### config.mk
export PLATFORM = sky130hd
export DESIGN_NAME = stor_regs
export DESIGN_NICKNAME = d
export VERILOG_FILES = /design/src/verilog/stor_pkg.sv /design/src/verilog/stor_regs.sv
export SDC_FILE = /design/constraint.sdc
export NUM_CORES = 1
export LEC_CHECK = 0
export CAP_MARGIN = 20
export CORE_MARGIN = 5
export CORE_UTILIZATION = 55
export DETAILED_ROUTE_END_ITERATION = 10
export DONT_BUFFER_PORTS = 1
export PLACE_DENSITY = 0.75
export REMOVE_ABC_BUFFERS = 1
export SLEW_MARGIN = 10
export SYNTH_ARGS = -nofsm -noshare
export SYNTH_HDL_FRONTEND = slang
export SYNTH_SLANG_ARGS = --single-unit
### constraint.sdc
create_clock -name clk -period 3.35 [get_ports clk]
set_input_delay 0.67 -clock clk [delete_from_list [all_inputs] [get_ports clk]]
set_output_delay 0.67 -clock clk [all_outputs]
set_load 0.1 [all_outputs]
### src/verilog/stor_pkg.sv
// package: register map, field layout and reset values of the test and observation registers
package stor_pkg;

    // register offsets as seen on the serial register port
    localparam logic [7:0] FAST_FRAME_DUMP_CTRL_ADDR = 8'h28;
    localparam logic [7:0] FRAME_OBSERVATION_ADDR = 8'h2E;
    localparam logic [7:0] PIN_STATE_READBACK_ADDR = 8'h31;
    localparam logic [7:0] RESERVED_GAP_ADDR = 8'h32;
    localparam logic [7:0] PIN_FORCE_VALUES_ADDR = 8'h33;
    localparam logic [7:0] PIN_TEST_ENABLE_ADDR = 8'h34;
    localparam logic [7:0] SOFT_RESTART_ADDR = 8'h3A;
    localparam logic [7:0] EXPOSURE_LIMIT_HIGH_ADDR = 8'h3B;
    localparam logic [7:0] EXPOSURE_LIMIT_LOW_ADDR = 8'h3C;

    // reset values
    localparam logic [7:0] FAST_FRAME_DUMP_CTRL_RST = 8'h00;
    localparam logic [7:0] PIN_FORCE_VALUES_RST = 8'h00;
    localparam logic [7:0] PIN_TEST_ENABLE_RST = 8'h00;
    localparam logic [7:0] EXPOSURE_LIMIT_HIGH_RST = 8'h0B;
    localparam logic [7:0] EXPOSURE_LIMIT_LOW_RST = 8'h71;
    localparam logic [7:0] READ_ZERO = 8'h00;

    // field positions
    localparam int FAST_DUMP_BIT = 0;
    localparam int MODE_LSB = 6;
    localparam int OUT_TEST_EN_BIT = 4;
    localparam int FORCE_EVENT_BIT = 3;
    localparam int FORCE_GENERAL_BIT = 2;
    localparam int FORCE_HOST_OUT_BIT = 1;
    localparam int FORCE_DEVICE_OUT_BIT = 0;
    localparam int RESET_PIN_LSB = 6;
    localparam int POWER_DOWN_PIN_LSB = 4;
    localparam int GENERAL_PIN_LSB = 2;
    localparam int INTERFACE_SELECT_PIN_LSB = 0;

    // soft restart code and exposure ceiling in internal clock cycles
    localparam logic [7:0] SOFT_RESTART_CODE = 8'h5A;
    localparam logic [15:0] EXPOSURE_LIMIT_MAX = 16'h0B71;

    // pin state codes
    localparam logic [1:0] PIN_UNKNOWN = 2'h0;
    localparam logic [1:0] PIN_LOW = 2'h1;
    localparam logic [1:0] PIN_HIGH = 2'h2;
    localparam logic [1:0] PIN_HIZ = 2'h3;

    // power modes as reported in the observation register
    typedef enum logic [1:0] {
        MODE_RUN = 2'h0,
        MODE_REST1 = 2'h1,
        MODE_REST2 = 2'h2,
        MODE_REST3 = 2'h3
    } stor_mode_e;

    // one register port access from the serial engine
    typedef struct packed {
        logic wr;
        logic [7:0] addr;
        logic [7:0] data;
    } stor_req_s;

    // the four test-forceable output pins
    typedef struct packed {
        logic event_pin;
        logic general_pin;
        logic host_out_pin;
        logic device_out_pin;
    } stor_out_pins_s;

endpackage

### src/verilog/stor_regs.sv
// test and observation register bank: dump enable, frame observation, pin test, soft restart
// Operation
// RL1: bit 0 enables fast frame dump
// RL2: each frame sets observation status bits
// RL3: any write clears observation status bits
// RL4: top observation bits report power mode
// RL5: pin readback holds four 2-bit pin states
// RL6: low reset pin reading is invalid
// RL7: high power-down pin reading is invalid
// RL8: force bits 3..0 set output pin levels
// RL9: test enable bit 4 makes pins follow force
// RL10: code 5A written triggers full chip reset
// RL11: soft reset restores all configuration defaults
// RL12: high limit register holds exposure upper byte
// RL13: low limit holds lower byte, resets 71h
// RL14: combined exposure limit never exceeds 2929
// RL15: test disabled leaves pins on normal function
// RL16: other values to soft restart ignored
`timescale 1ns/10ps
`default_nettype none

module stor_regs #(
    parameter int SYNC_STAGES = 2,
    parameter logic [15:0] EXPOSURE_CEILING = stor_pkg::EXPOSURE_LIMIT_MAX
) (
    input wire logic clk,
    input wire logic rst,
    input wire logic ce,
    input wire stor_pkg::stor_req_s req,
    output logic [7:0] rd_data,
    input wire logic frame_done,
    input wire stor_pkg::stor_mode_e power_mode,
    input wire logic [3:0] pin_level,
    input wire logic [3:0] pin_float,
    input wire stor_pkg::stor_out_pins_s normal_pins,
    output stor_pkg::stor_out_pins_s out_pins,
    output logic fast_frame_dump_enable,
    output logic [15:0] exposure_limit,
    output logic soft_restart_pulse
);

    // refused at elaboration: the valid shift needs two stages, a zero ceiling blocks exposure
    if (SYNC_STAGES < 2) begin : g_sync_check
        $error("stor_regs: SYNC_STAGES must be at least 2");
    end
    if (EXPOSURE_CEILING == 16'h0000) begin : g_ceiling_check
        $error("stor_regs: EXPOSURE_CEILING must be nonzero");
    end

    // pin sample code: float wins over level, since a floating pad reads either way
    function automatic logic [1:0] pin_code(input logic level, input logic floating);
        logic [1:0] code;
        code = level ? stor_pkg::PIN_HIGH : stor_pkg::PIN_LOW;
        if (floating) begin
            code = stor_pkg::PIN_HIZ;
        end
        return code;
    endfunction

    function automatic logic [15:0] clamp_limit(input logic [7:0] hi, input logic [7:0] lo);
        logic [15:0] raw;
        raw = {hi, lo};
        if (raw > EXPOSURE_CEILING) begin
            raw = EXPOSURE_CEILING;
        end
        return raw;
    endfunction

    // ---------------- configuration registers ----------------
    logic [7:0] dump_ctrl_ff, nxt_dump_ctrl;
    logic [7:0] force_ff, nxt_force;
    logic [7:0] test_en_ff, nxt_test_en;
    logic [7:0] limit_hi_ff, nxt_limit_hi;
    logic [7:0] limit_lo_ff, nxt_limit_lo;
    logic soft_rst_ff, nxt_soft_rst;
    logic restart_hit;

    always_comb begin
        restart_hit = req.wr && (req.addr == stor_pkg::SOFT_RESTART_ADDR)
            && (req.data == stor_pkg::SOFT_RESTART_CODE); // [RL10] [RL16]
        nxt_dump_ctrl = dump_ctrl_ff;
        nxt_force = force_ff;
        nxt_test_en = test_en_ff;
        nxt_limit_hi = limit_hi_ff;
        nxt_limit_lo = limit_lo_ff;
        nxt_soft_rst = restart_hit;
        if (soft_rst_ff) begin
            // restart lands one cycle after the code write, so the write answer completes first
            nxt_dump_ctrl = stor_pkg::FAST_FRAME_DUMP_CTRL_RST; // [RL11]
            nxt_force = stor_pkg::PIN_FORCE_VALUES_RST; // [RL11]
            nxt_test_en = stor_pkg::PIN_TEST_ENABLE_RST; // [RL11]
            nxt_limit_hi = stor_pkg::EXPOSURE_LIMIT_HIGH_RST; // [RL11]
            nxt_limit_lo = stor_pkg::EXPOSURE_LIMIT_LOW_RST; // [RL11] [RL13]
        end else if (req.wr) begin
            case (req.addr)
                stor_pkg::FAST_FRAME_DUMP_CTRL_ADDR: begin
                    nxt_dump_ctrl = {7'h00, req.data[stor_pkg::FAST_DUMP_BIT]}; // [RL1]
                end
                stor_pkg::PIN_FORCE_VALUES_ADDR: begin
                    nxt_force = {4'h0, req.data[3:0]}; // [RL8]
                end
                stor_pkg::PIN_TEST_ENABLE_ADDR: begin
                    nxt_test_en = {3'h0, req.data[stor_pkg::OUT_TEST_EN_BIT], 4'h0}; // [RL9]
                end
                stor_pkg::EXPOSURE_LIMIT_HIGH_ADDR: begin
                    nxt_limit_hi = req.data; // [RL12]
                end
                stor_pkg::EXPOSURE_LIMIT_LOW_ADDR: begin
                    nxt_limit_lo = req.data; // [RL13]
                end
                default: begin
                    nxt_dump_ctrl = dump_ctrl_ff;
                end
            endcase
        end
    end

    always_ff @(posedge clk) begin
        if (rst) begin
            dump_ctrl_ff <= stor_pkg::FAST_FRAME_DUMP_CTRL_RST;
            force_ff <= stor_pkg::PIN_FORCE_VALUES_RST;
            test_en_ff <= stor_pkg::PIN_TEST_ENABLE_RST;
            limit_hi_ff <= stor_pkg::EXPOSURE_LIMIT_HIGH_RST;
            limit_lo_ff <= stor_pkg::EXPOSURE_LIMIT_LOW_RST;
            soft_rst_ff <= 1'b0;
        end else if (ce) begin
            dump_ctrl_ff <= nxt_dump_ctrl;
            force_ff <= nxt_force;
            test_en_ff <= nxt_test_en;
            limit_hi_ff <= nxt_limit_hi;
            limit_lo_ff <= nxt_limit_lo;
            soft_rst_ff <= nxt_soft_rst;
        end
    end

    // ---------------- frame observation ----------------
    logic [7:0] obs_ff, nxt_obs;

    always_comb begin
        nxt_obs = obs_ff;
        if (soft_rst_ff) begin
            nxt_obs = 8'h00;
        end else if (frame_done) begin
            // a frame in the same cycle as a clearing write wins, so no frame goes unseen
            nxt_obs = {power_mode, 6'h00}; // [RL2] [RL4]
        end else if (req.wr && (req.addr == stor_pkg::FRAME_OBSERVATION_ADDR)) begin
            nxt_obs = 8'h00; // [RL3]
        end
    end

    always_ff @(posedge clk) begin
        if (rst) begin
            obs_ff <= 8'h00;
        end else if (ce) begin
            obs_ff <= nxt_obs;
        end
    end

    // ---------------- pin state readback ----------------
    // pad inputs are asynchronous; stage 0 feeds only stage 1
    logic [7:0] pin_sync_ff [SYNC_STAGES];
    logic [7:0] nxt_pin_sync [SYNC_STAGES];
    logic [SYNC_STAGES-1:0] sync_valid_ff, nxt_sync_valid;
    logic [7:0] readback_ff, nxt_readback;
    logic [3:0] lvl_s, flt_s;
    logic [1:0] rst_code, pdn_code;

    always_comb begin
        nxt_pin_sync[0] = {pin_float, pin_level};
        for (int i = 1; i < SYNC_STAGES; i++) begin
            nxt_pin_sync[i] = pin_sync_ff[i-1];
        end
        nxt_sync_valid = {sync_valid_ff[SYNC_STAGES-2:0], 1'b1};
        {flt_s, lvl_s} = pin_sync_ff[SYNC_STAGES-1];
        rst_code = pin_code(lvl_s[3], flt_s[3]);
        pdn_code = pin_code(lvl_s[2], flt_s[2]);
        // a reading the chip could never answer with is reported as unknown
        if (rst_code == stor_pkg::PIN_LOW) begin
            rst_code = stor_pkg::PIN_UNKNOWN; // [RL6]
        end
        if (pdn_code == stor_pkg::PIN_HIGH) begin
            pdn_code = stor_pkg::PIN_UNKNOWN; // [RL7]
        end
        nxt_readback = 8'h00;
        if (sync_valid_ff[SYNC_STAGES-1]) begin
            nxt_readback[stor_pkg::RESET_PIN_LSB +: 2] = rst_code; // [RL5]
            nxt_readback[stor_pkg::POWER_DOWN_PIN_LSB +: 2] = pdn_code; // [RL5]
            nxt_readback[stor_pkg::GENERAL_PIN_LSB +: 2] = pin_code(lvl_s[1], flt_s[1]); // [RL5]
            nxt_readback[stor_pkg::INTERFACE_SELECT_PIN_LSB +: 2] =
                pin_code(lvl_s[0], flt_s[0]); // [RL5]
        end
    end

    always_ff @(posedge clk) begin
        if (rst) begin
            for (int i = 0; i < SYNC_STAGES; i++) begin
                pin_sync_ff[i] <= 8'h00;
            end
            sync_valid_ff <= '0;
            readback_ff <= 8'h00;
        end else if (ce) begin
            for (int i = 0; i < SYNC_STAGES; i++) begin
                pin_sync_ff[i] <= nxt_pin_sync[i];
            end
            sync_valid_ff <= nxt_sync_valid;
            readback_ff <= nxt_readback;
        end
    end

    // ---------------- outputs ----------------
    stor_pkg::stor_out_pins_s pins_ff, nxt_pins;
    logic dump_ff, nxt_dump;
    logic [15:0] limit_ff, nxt_limit;
    logic restart_out_ff;

    always_comb begin
        nxt_pins = normal_pins; // [RL15]
        if (test_en_ff[stor_pkg::OUT_TEST_EN_BIT]) begin
            nxt_pins.event_pin = force_ff[stor_pkg::FORCE_EVENT_BIT]; // [RL8] [RL9]
            nxt_pins.general_pin = force_ff[stor_pkg::FORCE_GENERAL_BIT]; // [RL8] [RL9]
            nxt_pins.host_out_pin = force_ff[stor_pkg::FORCE_HOST_OUT_BIT]; // [RL8] [RL9]
            nxt_pins.device_out_pin = force_ff[stor_pkg::FORCE_DEVICE_OUT_BIT]; // [RL8] [RL9]
        end
        nxt_dump = dump_ctrl_ff[stor_pkg::FAST_DUMP_BIT]; // [RL1]
        nxt_limit = clamp_limit(limit_hi_ff, limit_lo_ff); // [RL14]
    end

    always_ff @(posedge clk) begin
        if (rst) begin
            pins_ff <= '0;
            dump_ff <= 1'b0;
            limit_ff <= 16'h0000;
            restart_out_ff <= 1'b0;
        end else if (ce) begin
            pins_ff <= nxt_pins;
            dump_ff <= nxt_dump;
            limit_ff <= nxt_limit;
            restart_out_ff <= nxt_soft_rst; // [RL10]
        end
    end

    // ---------------- read data ----------------
    // read data follows the address one cycle later; write-only and gaps read zero
    logic [7:0] rd_ff, nxt_rd;

    always_comb begin
        case (req.addr)
            stor_pkg::FAST_FRAME_DUMP_CTRL_ADDR: nxt_rd = dump_ctrl_ff;
            stor_pkg::FRAME_OBSERVATION_ADDR: nxt_rd = obs_ff;
            stor_pkg::PIN_STATE_READBACK_ADDR: nxt_rd = readback_ff;
            stor_pkg::PIN_FORCE_VALUES_ADDR: nxt_rd = force_ff;
            stor_pkg::PIN_TEST_ENABLE_ADDR: nxt_rd = test_en_ff;
            stor_pkg::EXPOSURE_LIMIT_HIGH_ADDR: nxt_rd = limit_hi_ff;
            stor_pkg::EXPOSURE_LIMIT_LOW_ADDR: nxt_rd = limit_lo_ff;
            default: nxt_rd = stor_pkg::READ_ZERO;
        endcase
    end

    always_ff @(posedge clk) begin
        if (rst) begin
            rd_ff <= stor_pkg::READ_ZERO;
        end else if (ce) begin
            rd_ff <= nxt_rd;
        end
    end

    assign rd_data = rd_ff;
    assign out_pins = pins_ff;
    assign fast_frame_dump_enable = dump_ff;
    assign exposure_limit = limit_ff;
    assign soft_restart_pulse = restart_out_ff;

endmodule

`default_nettype wire

# Word level (Yosys, flattened, before mapping)
# Memory sizes are Yosys's and may differ from the RTL's.
# Index checks and enable logic that the tools add are counted.
# totals
reg_bits,88
mem_bits_rw,16
inputBits,35
elab_cells,86
mem_count,1
# mem_list
memory,depth,word_bits,rd,rd_ports_with_merged_regs,wr,line_no,rtl
pin_sync_ff,2,8,2,0,2,stor_regs.sv:161,logic [7:0] pin_sync_ff [SYNC_STAGES];
# op_classes
magnitude_cmp,1
eq_ne,11
muxes,39
n_bitwise,2
reduce_logical,16
# ops
op,count
$mux W8,21
$eq A8 B6 Y1 const B,8
$pmux W8 S7,1
$mux W2,10
$gt A16 B12 Y1 const B,1
$mux W16,1
$reduce_and A3 Y1,5
$reduce_bool A2 Y1,6
$eq A8 B7 Y1 const B,1
$mux W1,5
$mux W4,1
$logic_and A1 B1 Y1,3
$reduce_bool A3 Y1,1
$eq A2 B1 Y1 const B,1
$eq A2 B2 Y1 const B,1
$or A1 B1 Y1,2
$reduce_and A2 Y1,1

# Logic depth before layout (Yosys ltp)
# An unclocked memory read counts as a cell.
# depth
word_depth,6
mapped_depth,7
mapped_depth_nobuf,5

# Worst setup path after synthesis
# OpenSTA, ideal clock, no wires.
# synth_path
path_type,input port to flip-flop
from,input req[15] in the netlist's numbering
to,register limit_lo_ff[4]
t_arrival_ps,2279
setup_slack_ps,951
path_stages,6
n_path_buf,1
path_cell_list,or3b_1 > buf_6 > nor4_4 > o21ai_4 > or4_1 > o31a_1
# synth_via
elab_chain_len,3
# synth_rtl
item,line_no,rtl
"start, declared",stor_regs.sv:29,"input wire stor_pkg::stor_req_s req,"
$eq A8 B6 Y1,stor_regs.sv:95,case (req.addr)
$reduce_bool A2 Y1 (no source line),-,
$reduce_and A3 Y1 (no source line),-,
"end signal, assigned",stor_regs.sv:124,limit_lo_ff <= stor_pkg::EXPOSURE_LIMIT_LOW_RST;
"end signal, assigned",stor_regs.sv:131,limit_lo_ff <= nxt_limit_lo;
"end, declared",stor_regs.sv:74,"logic [7:0] limit_lo_ff, nxt_limit_lo;"
# No other way between the ends.
# A chain may end at the register's enable or synchronous reset.

==> impl_metrics.ini <==
[floorplanning]
rows = 29
ios = 65
die_y_um = 90.3
start_util = 0.561
dieArea_um2 = 8150
die_w_um = 90.3
core_area_um2 = 6310

[global_routing]
use_met1 = 0.267
grt_busiest_layer = met2
first_global_vias = 2661
use_met2 = 0.298
grt_usage = 0.200
antenna_found_initial = 0
met3_usage = 0.0600
grt_overflow = 0
grt_pass1_wl_um = 13200
grt_max_degree = 64

[clocking]
cts_hold_buffers = 0
htreeDepth = 3
clk_path_buf_depth = 2
path_clk_slew_ns = 0.08
post_cts_resized = 0
clock_latency_ns = 0.36
cts_sinks = 80
cts_setup_buffers = 0
cts_made_buffers = 9
root_buffer = clkbuf_8
cts_tree = done

[power]
power.density_nw_per_um2 = 492
seq_power_share = 0.594
peakVddDrop_uv = 301
p_clk_frac = 0.368
switching_share = 0.251
p_int_w = 0.00138
combPwrFrac = 0.039
p_switching_w = 0.000462
leakagePower_nw = 1.26

[routing]
drtIter0Drc = 190
wl_per_cell_um = 17.9
drc_errors = 0
vias_per_cell = 6.13
drtAntennaViolNets = 0
dr.pass1.iters = 5
drt-total-wl_um = 8140
vias = 2783

[critical_path]
cp_max_fo = 24
cp_top_family = flip-flops
crit_arrival_ns = 2.51
crit_chain = a31oi_1, nor2_1, nand3b_1, a21oi_1
rrSetupSlack_ns = 1.13
critPathKind = register to register
start_kind = register
max_stage_delay_ns = 0.95
r2r_cells = 4
reg2reg_to = limit_hi_ff[4]
critPathCaptureType = register
path_buf_inv = 0
worstReg2RegStart = soft_restart_pulse
required_ns = 3.64
cp_slowest_cell = dfxtp_2

[timing]
rsz0062_at_grt = false
maxSlewHeadroom = 0.322
setup_ws_ns = 1.13
clock.fmax_ghz = 0.451
fin_skew_ns = 0.0108
finalSetupViolCount = 0
fin_crit_sh = 0.662
tightest_slew_ns = 1.02
finalHoldViolations = 0
drv_slew = 0
fin_crit_ns = 2.22
fin_setup_tns_ns = 0

[outcome]
status = finished, final reports clean

[logic_synthesis]
synth_top_area_frac = 0.362
async_flop_share = 0
ys.flop_type = dfxtp_1
syn_area_per_cell_um2 = 9.25
ys_ff_latch = 80
synth_top_area_cell = dfxtp_1
ys_types = 45
netlist_area_um2 = 3540
synth-edff-count = 16
syn-instance-count = 383
ys_seq_area_frac = 0.497
yosys_warnings = 0
synth_area_leaders = dfxtp_1 36%, edfxtp_1 14%, a21oi_1 5.1%

[cells_and_area]
final-seq-area_um2 = 1760
fin_nets = 407
final_common_cell = dfxtp_1
syn2layout_area_growth_pct = 5.65
drive_gt1_frac = 0.0716
layout.cells.non_filler = 454
antenna_cells = 0
multiInputGateArea_um2 = 1640
fillers = 580
final_cell_mix = 63 x dfxtp_1, 36 x a21oi_1, 33 x nand2_1

[job]
maxCapViolCount = 0

[placement]
hpwlAfterDp_um = 5590
dp.cells = 438
gp_congestion = 0.899
portBuffers = 0
dp_slack_ns = 0.958

[min_path]
hold-path-cell-count = 1
worstHoldEndpoint = fast_frame_dump_enable
hp-start = rst
hp-class = input port to register
-- cells by family after synthesis --
kind of cell / share of synthesized area
DFF: 0.497
AOI/OAI and AO/OA: 0.206
and+or+nand+nor: 0.227
muxes: 0.0282
xor gates and xnor gates: 0.00247
buffers and inverters: 0.0395
-- flip-flops by register name, summed over array words and instances (netlist names), 4 cells and up --
name / count
exposure_limit: 16
force_ff: 4
limit_hi_ff: 8
limit_lo_ff: 8
out_pins: 4
pin_sync_ff: 16
rd_data: 8
readback_ff: 8
-- through the flow --
| step | hold slack [ns] | total power [W] | instance area [um2] | util |
|---|---|---|---|---|
| floorplan | 0.434 | 0.00117 | 3430 | - |
| global placement | 0.444 | 0.00118 | 3560 | 0.565 |
| detailed placement | 0.458 | 0.00119 | 3560 | 0.565 |
| CTS | 0.368 | 0.00185 | 3740 | 0.593 |
| global route | 0.362 | 0.00191 | 3740 | 0.593 |
| finish | 0.385 | 0.00184 | 3740 | 0.593 |
-- synth_stat cells (8+ instances only) --
| library cell | instances |
|---|---|
| dfxtp_1 | 64 |
| a21oi_1 | 36 |
| nand2_1 | 33 |
| nor2_1 | 28 |
| clkbuf_1 | 22 |
| and2_1 | 21 |
| o21ai_0 | 19 |
| edfxtp_1 | 16 |
| a211oi_1 | 11 |
| a22oi_1 | 10 |
| mux2i_1 | 10 |
| nand3b_1 | 10 |
| a22o_1 | 8 |
| nand2b_1 | 8 |
| nand3_1 | 8 |
-- worst register-to-register path, delay by kind of cell, from the launching register on --
kind             cells  cell delay [ns]
AO/OA/AOI/OAI        2             0.42
flip-flops           1             0.95
AND/OR/NAND/NOR      2             0.78
-- metal layers --
| metal | part of all wire | wire [um] |
|---|---|---|
| met5 | 0 | 0 |
| met4 | 0.022 | 181 |
| met3 | 0.076 | 618 |
| met2 | 0.44 | 3600 |
| met1 | 0.46 | 3740 |
-- worst max path at each step --
stage          cells past startpoint  slack (ns)                from             end
5_1_grt                            4        0.92  soft_restart_pulse  limit_hi_ff[4]
3_5_place_dp                       6        0.96             req[15]  limit_lo_ff[4]
2_1_floorplan                      4        0.59  soft_restart_pulse  limit_hi_ff[4]
6_report                           4        1.13  soft_restart_pulse  limit_hi_ff[4]
4_1_cts                            4        1.15  soft_restart_pulse  limit_hi_ff[5]
3_3_place_gp                       6        1.00             req[15]  limit_lo_ff[4]
-- power by group through the flow --
stage	registers [W]	logic [W]	clock network, W
2_1_floorplan	0.00111	0.0000560	0
3_3_place_gp	0.00112	0.0000685	0
3_5_place_dp	0.00112	0.0000709	0
4_1_cts	0.00109	0.0000712	0.000686
5_1_grt	0.00110	0.0000800	0.000733
6_report	0.00109	0.0000710	0.000678
-- area by class of cell --
cell class              instances  area share
multi-input cells             269       0.439
clock inverters                 5      0.0127
well taps                      77      0.0257
inverters                       7     0.00702
repair buffers                  5      0.0100
clock buffers                  11      0.0351
flip-flops and latches         80       0.471
Note: power is estimated with default switching activity, not from simulation.
